**config.mk**
```make
export PLATFORM = sky130hd
export DESIGN_NAME = gpio_pin_config_port5
export DESIGN_NICKNAME = d
export VERILOG_FILES = /design/src/rtl/gpio_cfg_pkg.sv /design/src/rtl/cfg_bus_if.sv /design/src/rtl/gpio_cfg_regs.sv /design/src/rtl/gpio_pin_config_port5.sv
export SDC_FILE = /design/constraint.sdc
export NUM_CORES = 1
export LEC_CHECK = 0
export BUFFER_PORTS_ARGS = -buffer_cell sky130_fd_sc_hd__buf_2
export CORE_ASPECT_RATIO = 2
export CORE_MARGIN = 2
export CORE_UTILIZATION = 44
export CTS_CLUSTER_SIZE = 24
export DETAILED_ROUTE_END_ITERATION = 6
export PLACE_DENSITY_LB_ADDON = 0.08
export SLEW_MARGIN = 10
export SYNTH_ARGS = -nofsm -noshare
export SYNTH_HDL_FRONTEND = slang
export SYNTH_SLANG_ARGS = --single-unit
```
**constraint.sdc**
```tcl
create_clock -name clk_i -period 2.2 [get_ports clk_i]
set_clock_uncertainty 0.15 [all_clocks]
set_input_delay 0.44 -clock clk_i [delete_from_list [all_inputs] [get_ports clk_i]]
set_output_delay 0.44 -clock clk_i [all_outputs]
set_load 0.03 [all_outputs]
```
**src/rtl/gpio_cfg_pkg.sv**
```systemverilog
// Constants for the pin configuration registers of GPIO group 5.
package gpio_cfg_pkg;
  localparam int          NUM_PINS        = 3;
  localparam logic [7:0]  OFF_PIN51       = 8'h40;
  localparam logic [7:0]  OFF_PIN52       = 8'h41;
  localparam logic [7:0]  OFF_PIN53       = 8'h42;
  localparam logic [7:0]  CFG_RESET       = 8'h01;
  localparam logic [7:0]  CFG_WMASK       = 8'h8F;
  localparam int          BIT_DIR         = 0;
  localparam int          BIT_POL         = 1;
  localparam int          FN_LO           = 2;
  localparam int          FN_HI           = 3;
  localparam int          BIT_OD          = 7;
  localparam logic [1:0]  FN_GPIO         = 2'h0;
  localparam logic [1:0]  FN_SERIAL       = 2'h1;
  localparam logic [1:0]  FN_IRQ          = 2'h2;
  localparam logic [1:0]  FN_RSVD         = 2'h3;
  localparam logic [31:0] UNMAPPED_RDATA  = 32'h0000_0000;
endpackage

```
**src/rtl/cfg_bus_if.sv**
```systemverilog
// Interface carrying the stored configuration values to the pin muxes.
`timescale 1ns/1ns
`default_nettype none
interface cfg_bus_if;
  logic [7:0] cfg [3];
  modport regs (output cfg);
  modport pins (input cfg);
endinterface
`default_nettype wire

```
**src/rtl/gpio_cfg_regs.sv**
```systemverilog
// Storage for the pin configuration registers with write mask.
`timescale 1ns/1ns
`default_nettype none
module gpio_cfg_regs
  import gpio_cfg_pkg::*;
(
  // Clock and reset
  input  wire logic       clk_i,
  input  wire logic       rst_i,
  input  wire logic       ce_i,
  // Write port
  input  wire logic [2:0] we_i,
  input  wire logic [7:0] wdata_i,
  // Stored values
  cfg_bus_if.regs         cfg_if
);
  genvar g;
  generate
    for (g = 0; g < NUM_PINS; g++)
    begin : g_reg
      logic [7:0] cfg_q;
      always_ff @(posedge clk_i)
      begin
        if (rst_i)
        begin
          cfg_q <= CFG_RESET;
        end
        else if (ce_i && we_i[g])
        begin
          // Reserved bits 6:4 are never stored, so they read as zero.
          cfg_q <= wdata_i & CFG_WMASK;
        end
      end
      assign cfg_if.cfg[g] = cfg_q;
    end
  endgenerate
endmodule
`default_nettype wire

```
**src/rtl/gpio_pin_config_port5.sv**
```systemverilog
// Top level: Wishbone slave and pin muxing for GPIO pins 5.1 to 5.3.
// Operation
// - bit0 one input, zero output drives data
// - bit1 inverts pin on read and drive
// - bits3:2 select GPIO, serial, IRQ, reserved
// - bit7 one open drain, zero push-pull
`timescale 1ns/1ns
`default_nettype none
module gpio_pin_config_port5
  import gpio_cfg_pkg::*;
(
  // Clock, reset, enable
  input  wire logic        clk_i,
  input  wire logic        rst_i,
  input  wire logic        ce_i,
  // Wishbone slave
  input  wire logic        wb_cyc_i,
  input  wire logic        wb_stb_i,
  input  wire logic        wb_we_i,
  input  wire logic [7:0]  wb_adr_i,
  input  wire logic [3:0]  wb_sel_i,
  input  wire logic [31:0] wb_dat_i,
  output logic      [31:0] wb_dat_o,
  output logic             wb_ack_o,
  // GPIO data path
  input  wire logic [2:0]  gpio_data_out_i,
  output logic      [2:0]  gpio_data_in_o,
  // Alternate function sources and sinks
  input  wire logic [2:0]  irq_level_i,
  output logic      [2:0]  irq_pin_o,
  output logic             second_serial_carrier_detect_o,
  output logic             second_serial_receive_input_o,
  output logic      [2:0]  pin_fn_o,
  // Pads
  input  wire logic [2:0]  pad_i,
  output logic      [2:0]  pad_o,
  output logic      [2:0]  pad_oe_o
);
  cfg_bus_if cfg_if ();

  logic       req;
  logic [2:0] we;
  logic [7:0] rd;
  logic       hit;

  assign req = wb_cyc_i && wb_stb_i && !wb_ack_o;

  // Address decode; only byte lane 0 carries a register.
  always_comb
  begin
    hit = 1'b1;
    rd  = 8'h00;
    we  = 3'h0;
    unique case (wb_adr_i)
      OFF_PIN51: rd = cfg_if.cfg[0];
      OFF_PIN52: rd = cfg_if.cfg[1];
      OFF_PIN53: rd = cfg_if.cfg[2];
      default:   hit = 1'b0;
    endcase
    if (req && wb_we_i && wb_sel_i[0])
    begin
      we[0] = (wb_adr_i == OFF_PIN51);
      we[1] = (wb_adr_i == OFF_PIN52);
      we[2] = (wb_adr_i == OFF_PIN53);
    end
  end

  gpio_cfg_regs u_regs (
    .clk_i   (clk_i),
    .rst_i   (rst_i),
    .ce_i    (ce_i),
    .we_i    (we),
    .wdata_i (wb_dat_i[7:0]),
    .cfg_if  (cfg_if)
  );

  // Single-cycle acknowledge: every access, mapped or not, is answered.
  always_ff @(posedge clk_i)
  begin
    if (rst_i)
    begin
      wb_ack_o <= 1'b0;
      wb_dat_o <= 32'h0000_0000;
    end
    else if (ce_i)
    begin
      wb_ack_o <= req;
      if (req && !wb_we_i)
      begin
        wb_dat_o <= hit ? {24'h00_0000, rd} : UNMAPPED_RDATA;
      end
    end
  end

  // Pin muxing is registered so every output comes from a flip-flop.
  logic [2:0] data_in_d;
  logic [2:0] pad_d;
  logic [2:0] oe_d;
  logic [2:0] irq_d;
  logic [2:0] fn_d;
  logic       dcd_d;
  logic       rxd_d;

  always_comb
  begin
    dcd_d = 1'b1;
    rxd_d = 1'b1;
    for (int i = 0; i < NUM_PINS; i++)
    begin
      logic [7:0] c;
      logic [1:0] fn;
      logic       val;
      logic       inv;
      c   = cfg_if.cfg[i];
      fn  = c[FN_HI:FN_LO];
      inv = c[BIT_POL];
      val = 1'b0;
      fn_d[i]      = (fn == FN_GPIO);
      data_in_d[i] = pad_i[i] ^ inv;
      irq_d[i]     = 1'b0;
      unique case (fn)
        FN_GPIO:   val = gpio_data_out_i[i] ^ inv;
        FN_IRQ:
        begin
          val      = irq_level_i[i] ^ inv;
          irq_d[i] = 1'b1;
        end
        FN_SERIAL:
        begin
          val = 1'b0;
          if (i == 1)
          begin
            dcd_d = pad_i[i] ^ inv;
          end
          if (i == 2)
          begin
            rxd_d = pad_i[i] ^ inv;
          end
        end
        FN_RSVD:   val = 1'b0;
      endcase
      // Serial functions only take input, so they never drive the pad.
      if (c[BIT_DIR] || fn == FN_SERIAL || fn == FN_RSVD)
      begin
        oe_d[i]  = 1'b0;
        pad_d[i] = 1'b0;
      end
      else if (c[BIT_OD])
      begin
        oe_d[i]  = !val;
        pad_d[i] = 1'b0;
      end
      else
      begin
        oe_d[i]  = 1'b1;
        pad_d[i] = val;
      end
    end
  end

  always_ff @(posedge clk_i)
  begin
    if (rst_i)
    begin
      gpio_data_in_o                 <= 3'h0;
      pad_o                          <= 3'h0;
      pad_oe_o                       <= 3'h0;
      irq_pin_o                      <= 3'h0;
      pin_fn_o                       <= 3'h7;
      second_serial_carrier_detect_o <= 1'b1;
      second_serial_receive_input_o  <= 1'b1;
    end
    else if (ce_i)
    begin
      gpio_data_in_o                 <= data_in_d;
      pad_o                          <= pad_d;
      pad_oe_o                       <= oe_d;
      irq_pin_o                      <= irq_d;
      pin_fn_o                       <= fn_d;
      second_serial_carrier_detect_o <= dcd_d;
      second_serial_receive_input_o  <= rxd_d;
    end
  end
endmodule
`default_nettype wire

```
==> metrics list, run 1 <==
- The run finished with clean final reports.
- The worst hold path passes through 3 cells.
- The number of antenna violations at the first check in global routing came to 0.
* Cell count after synthesis: 200
* Time the final worst path needs with I/O delays and setup: 1.76 ns
- Share of layout cells above drive strength 1: 0.253
- Number of pins exceeding their max-slew limit in the final report: 0
* Reported max-cap violation count: 0
* Die Span X: 50.3 um
* Number of remaining DRC errors: 0
- By area, the combinational part of the netlist is dominated by simple AND/OR/NAND/NOR gates.
* # placed instances: 293
- Highest attainable clock frequency: 0.570 GHz
- Yosys warns: 0
* Initial standard-cell utilization of the core: 0.457
- Actual transition at the worst max-transition pin: 0.494 ns
- In this run the power density over the cells is 669 mW/mm^2.
- After detailed routing, the average wire length per cell comes to 14.1 um.
* Post-route fraction of the period consumed by the critical path: 0.798
- Number of search-and-repair iterations in the first detailed-routing pass: 4
- The routed design has 4.25 mm of wire.
- For the final routed database, the setup TNS stands at 0 ns.
- Number of enable flip-flop cells after synthesis: 0
- Data on the critical path is required at its endpoint by 2.28 ns.
- VDD sags by at most 0.000466 V.
* Largest driver fanout on the critical path: 6
- Top cell type's share of synthesized area: 0.403
- Rel. slew slack: 0.662
- Clock tree synthesis selected as its root buffer the cell sky130_fd_sc_hd__clkbuf_8.
- Worst Hold Class: in -> reg
- Final count of hold timing violations: 0
- Fraction of the mapped netlist area in compound gates: 0.136
* Largest net degree at the start of global routing: 33
- Post-CTS timing repair inserted 0 buffers for setup.
- Data on the critical path arrives at its endpoint at 1.84 ns.
* Routability Congestion: 0.797
* Master of the slowest instance on the critical path: sky130_fd_sc_hd__a2111oi_0
- Largest cells by area after synthesis: sky130_fd_sc_hd__dfxtp_1 (40%), sky130_fd_sc_hd__mux2i_1 (12%), sky130_fd_sc_hd__buf_4 (11%)
- Leakage component of the power: 1.01 nW
* P&R area growth vs syn: 14.5%
- Worst-case clock buffer depth: 2
- Placeable Area: 0.00413 sq mm
- The floorplan step defined a die boundary enclosing 0.00486 sq mm.
- # port buffers: 51
- The worst setup path is launched from a flop.
- The detailed router placed 1496 vias in this run.
- Clock H-tree levels: 2
- Vias in the first global route: 1385
- A synthesized cell averages 9.43 sq um.
- Of the total synthesized cell area, the portion taken by AND, OR, NAND and NOR gates is 0.168.
* Portion of the post-synthesis area used by sequential elements: 0.403
* Vertical die dimension: 96.6 um
* Iter 0 DRT Violations: 29
- For this run, the slowest stage of the critical path takes 0.52 ns.
* Final cell count without fillers: 301
* Overall Global Routing Usage: 0.183
- For this run the aggregate overflow at the end of global routing stands at 0.
- Post-synthesis sequential element count: 38
* Num CTS Buffers: 5
* Clock input transition at the sequential cells of the worst setup and hold paths: 0.07 ns
- Most common flop cell mapped by yosys: sky130_fd_sc_hd__dfxtp_1
- TritonCTS built the clock tree.
- Setup violations remaining at the end of the flow were counted as 0.
* Post-DRT Antenna Nets: 0
- The net count of the finished layout is 307.
* Async set-or-reset flop fraction in the synthesized netlist: 0
- Of the total synthesized cell area, the portion taken by full adders, half adders and majority gates is 0.
- 109 I/O pins were placed.
- Walking the worst path, the cells encountered are mux2i_1 -> xnor2_1 -> a2111oi_0 -> a31o_1.
- Kind of capture point of the worst setup path: flop
- Of the total synthesized cell area, the portion taken by XOR and XNOR cells is 0.0279.
- Summed over all nets, the half-perimeter wirelength after detailed placement is 3.30 mm.
- Classification of the worst setup path: reg -> reg
- Register-to-Register Path Depth: 4
* Unrepaired setup endpoints after global routing: no
- Wire length of the first global-routing pass: 6.88 mm
- At the later pin of the worst-skew pair, clock insertion delay measures 0.28 ns.
- Distinct cell type count after synthesis: 36
- Post-CTS repair changed the size of 0 cells.
* Average via count per standard cell: 4.97
- Summed instance area of the synthesized netlist: 0.00189 sq mm
- Num rows: 33
- Multiplexer share of the synthesized area: 0.117
- Sinks on Clock Net: 38
- Hold bufs inserted after CTS: 0
- Cell taking the most area after synthesis: sky130_fd_sc_hd__dfxtp_1
* Diodes inserted: 0
-- critical path: cells and delay by family, from the launching register on --
family | cells | cell delay [ns]
mux | 1 | 0.27
compound gates | 2 | 0.68
xor+xnor | 1 | 0.10
flops | 1 | 0.49
-- cells by family (layout without fill, tap and decap cells) --
group           Yosys count  in the layout
other cells               1             27
mux                      22             22
simple gates             56             56
flops                    38             38
xor+xnor                  6              6
buf+inv                  41             64
compound gates           36             36
-- flip-flops by register name (all words and copies together), names as in the netlist, 3 cells and up --
register,count
u_regs.g.cfg_q,15
wb_dat_o,5
gpio_data_in_o,3
irq_pin_o,3
pad_o,3
pad_oe_o,3
pin_fn_o,3
-- synth_stat cells (5+ instances only) --
cell and n:
sky130_fd_sc_hd__a22oi_1 5, sky130_fd_sc_hd__mux2i_1 22, sky130_fd_sc_hd__buf_4 28, sky130_fd_sc_hd__o2bb2ai_1 5, sky130_fd_sc_hd__xnor2_1 5, sky130_fd_sc_hd__nand2_1 11
sky130_fd_sc_hd__dfxtp_1 38, sky130_fd_sc_hd__a21oi_1 11, sky130_fd_sc_hd__clkbuf_1 6, sky130_fd_sc_hd__nor2_1 23
-- layout make-up --
class                           count  area [sq um]
Multi-Input combinational cell    147           947
Inverter                            3          11.3
Clock inverter                      1          30.0
Fill cell                         433          1970
Clock buffer                        7          76.3
Timing Repair Buffer               53           270
Tap cell                           52          65.1
Sequential cell                    38           761
-- cells in the final DEF (no fill, tap or decap), drive strengths merged, types with 5 or more instances in the layout --
cell,count
conb,27
nor2,23
nand2,11
a22oi,5
dfxtp,38
mux2i,22
o2bb2ai,5
xnor2,5
a21oi,11
buf,53
clkbuf,7
-- routing by layer --
layer	share of wire	vias up	track usage	routed length [um]
met5	0	-	0	0
li1	-	751	-	-
met3	0.049	11	0.0278	207
met1	0.40	681	0.219	1700
met2	0.53	53	0.310	2240
met4	0.025	0	0.0852	106
-- power breakdown --
part           leakage, nW  internal, W  switching [W]
Clock               0.0524     0.000339       0.000236
Sequential           0.308     0.000694     0.00000370
Combinational        0.647    0.0000434       0.000130
-- final timing paths --
check,from,slack (ns),to
worst min-delay path,wb_dat_i[0],0.24,u_regs.g_reg[0].cfg_q[0]
worst min register to register,irq_pin_o[1],0.31,irq_pin_o[1]
worst max register to register,u_regs.g_reg[2].cfg_q[3],0.44,pad_oe_o[2]
worst max-delay path,u_regs.g_reg[2].cfg_q[3],0.44,pad_oe_o[2]
-- metrics by stage --
step | worst slack, ns | util | hold slack, ns | power, W | cell area [sq um]
finish | 0.445 | 0.523 | 0.235 | 0.00145 | 2160
global route | 0.349 | 0.523 | 0.248 | 0.00150 | 2160
CTS | 0.435 | 0.523 | 0.238 | 0.00146 | 2160
detailed placement | 0.311 | 0.498 | 0.304 | 0.000887 | 2050
global placement | 0.339 | 0.498 | 0.298 | 0.000886 | 2050
floorplan | 0.497 | - | 0.329 | 0.000879 | 1980
Note: power is estimated with default switching activity, not from simulation.
==> run 2, diff against run 1 <==
Clock period 2.2 ns to 1.7 ns, I/O delays scaled along.
==> metrics list, run 2 (synthesis gave the netlist of run 1 again) <==
- Reg-to-Reg End: pad_oe_o[2]
- After routing the design area is 0.00226 sq mm.
- Vertical die dimension: 96.6 um
- The flow ran to the end, and the final reports show no timing, DRC or antenna violations.
- Required time of the worst setup path: 1.79 ns
- Largest driver fanout on the critical path: 2
* Routability Congestion: 0.827
* Average via count per standard cell: 5.01
* CTS tree: yes
* Num rows: 33
- Sum of buffers and inverters on the critical path: 1
- Clock tree root driver cell: sky130_fd_sc_hd__clkbuf_8
- The tool flagged a number of max-cap violations equal to 0.
- Largest registers: u_regs.g.cfg_q x15, wb_dat_o x5
- Depth of the critical timing path with buffers and inverters included: 5
- The H-tree was split into 2 levels.
* Detailed placer's ending HPWL: 3.57 mm
- Time the final worst path needs with I/O delays and setup: 1.60 ns
* Clock input transition at the sequential cells of the worst setup and hold paths: 0.07 ns
* Worst-case setup margin in the final layout: 0.101 ns
- The most critical setup path has its endpoint at pad_oe_o[2].
- At the pin with the least slew margin, the transition time is 0.522 ns.
- CTS resizes: 0
* Register-to-Register Path Depth: 5
* Wirelength, routed: 4.58 mm
- Walking the worst path, the cells encountered are mux2i_1 -> xnor2_1 -> a2111oi_1 -> buf_4 -> a31o_1.
- Die Span X: 50.3 um
* Number of search-and-repair iterations in the first detailed-routing pass: 4
- Sinks on Clock Net: 38
- Diodes inserted: 0
* DP Area: 0.00217 sq mm
* Unrepaired setup endpoints after global routing: no
- Buffers placed on the I/O ports in this run total 51.
* Kind of capture point of the worst setup path: flop
- The top cell types in the final layout, fill and taps aside, are sky130_fd_sc_hd__buf_2 (51), sky130_fd_sc_hd__dfxtp_1 (38), sky130_fd_sc_hd__conb_1 (27), sky130_fd_sc_hd__nor2_1 (23), sky130_fd_sc_hd__mux2i_1 (22).
- Number of remaining DRC errors: 0
- Total power for the finished layout comes to 0.00178 W.
- TritonCTS created 5 clock buffers.
- The die covers 0.00486 sq mm.
- Placeable Area: 0.00413 sq mm
- Post-route fraction of the period consumed by the critical path: 0.941
- Post-DRT Antenna Nets: 0
* Antenna violations before repair: 0
- The worst setup path is launched from a flop.
- Proportion of power drawn by combinational gates: 0.134
- OpenSTA, run right after detailed placement, puts the worst setup slack at -0.0683 ns.
* Launching point of the worst reg2reg path: u_regs.g_reg[2].cfg_q[3]
* Final count of hold timing violations: 0
* Worst Hold Class: in -> reg
* Launching instance or port of the critical path: u_regs.g_reg[2].cfg_q[3]
* Rel. slew slack: 0.652
- In the final design database the tool counted 322 nets.
* Number of top-level pins: 109
- Overall Global Routing Usage: 0.199
- Leakage component of the power: 1.08 nW
- Total net switching power: 0.000486 W
* Iter 0 DRT Violations: 34
- VDD sags by at most 0.000855 V.
- Total vias in the final route: 1584
- The register with the most flip-flops in the final layout is u_regs.g.cfg_q.
- Switching share of total power: 0.274
- Master of the slowest instance on the critical path: sky130_fd_sc_hd__a2111oi_1
- After clock tree synthesis, the flow added hold-fix buffers numbering 0.
- Highest attainable clock frequency: 0.625 GHz
* Most common cell after layout, fill and taps aside: sky130_fd_sc_hd__buf_2
- Largest net degree at the start of global routing: 33
* Cell family contributing the most delay on the critical path: compound AO/OA/AOI/OAI gates
- WL per Instance: 14.5 um
- Fill cell instance count of the final layout: 448
- For the worst setup path, the data arrival time is 1.68 ns.
* Post-CTS Setup Repair Bufs: 0
- For this configuration, the core starts out at a cell density of 0.457.
* Share of layout cells above drive strength 1: 0.303
* # placed instances: 308
- The share of total power dissipated in the clock network is 0.358.
* Worst reg-to-reg setup slack: 0.10 ns
- Worst-case clock buffer depth: 2
- Largest stage delay on the critical path: 0.42 ns
* Clock latency at the later pin of the worst-skew pair: 0.29 ns
- Sequential power share: 0.508
* Overall overflow remaining after global route: 0
- P&R area growth vs syn: 19.8%
- Cell-internal power: 0.00129 W
- Number of pins exceeding their max-slew limit in the final report: 0
* Max reg flops: 15
* Post-Route Hold Slack: 0.139 ns
- Power spread over the standard cell area amounts to 786 mW/mm^2.
* Wire length of the first global-routing pass: 7.34 mm
- Classification of the worst setup path: reg -> reg
- The via count of the first global-routing pass is 1546.
- Final cell count without fillers: 316
- Final setup violation count: 0
-- run 2: cell types whose count changed in the layout (fill, tap and decap cells not counted), sizes merged --
cell / before / now
buf: 53 / 68
clkinv: 0 / 1
bufinv: 1 / 0
-- run 2: area by class of cell --
class	instances	area (sq um)	area share
sequential	38	761	0.336
clock buffer	7	86.3	0.0382
inverter	3	11.3	0.00498
tap	52	65.1	0.0288
timing repair buffer	68	383	0.169
clock inverter	1	5.00	0.00221
multi-input combinational	147	950	0.420
-- run 2: worst min path at each step --
stage / start / endpoint / cells past startpoint
CTS: wb_dat_i[0] / u_regs.g_reg[0].cfg_q[0] / 3
global route: wb_dat_i[0] / u_regs.g_reg[0].cfg_q[0] / 3
global placement: pad_o[1] / pad_o[1] / 2
finish: wb_dat_i[0] / u_regs.g_reg[0].cfg_q[0] / 3
floorplan: wb_dat_i[0] / u_regs.g_reg[0].cfg_q[0] / 2
detailed placement: pad_o[1] / pad_o[1] / 2
-- run 2: worst reg2reg max path, delay by kind of cell (launching register included) --
kind | cells | cell delay [ns]
flip-flops | 1 | 0.36
buffers and inverters | 1 | 0.18
multiplexers | 1 | 0.24
XOR/XNOR | 1 | 0.12
AO/OA/AOI/OAI | 2 | 0.50
-- run 2: metrics by stage --
step	setup TNS (ns)	utilization
3_5_place_dp	-0.270	0.525
5_1_grt	0	0.548
6_report	0	0.548
2_1_floorplan	0	-
3_3_place_gp	-0.243	0.525
4_1_cts	0	0.547
-- run 2: power by group through the flow --
stage	registers (W)	logic (W)	clock network, W
after floorplan	0.000942	0.000196	0
after global placement	0.000924	0.000235	0
after detailed placement	0.000924	0.000237	0
after CTS	0.000903	0.000237	0.000649
after global routing	0.000905	0.000255	0.000681
final	0.000904	0.000238	0.000636
-- run 2: metal layers --
layer,vias up,GRT usage,part of all wire
li1,778,-,-
met1,743,0.216,0.39
met2,55,0.355,0.54
met3,8,0.0293,0.047
met4,0,0.102,0.023
met5,-,0,0
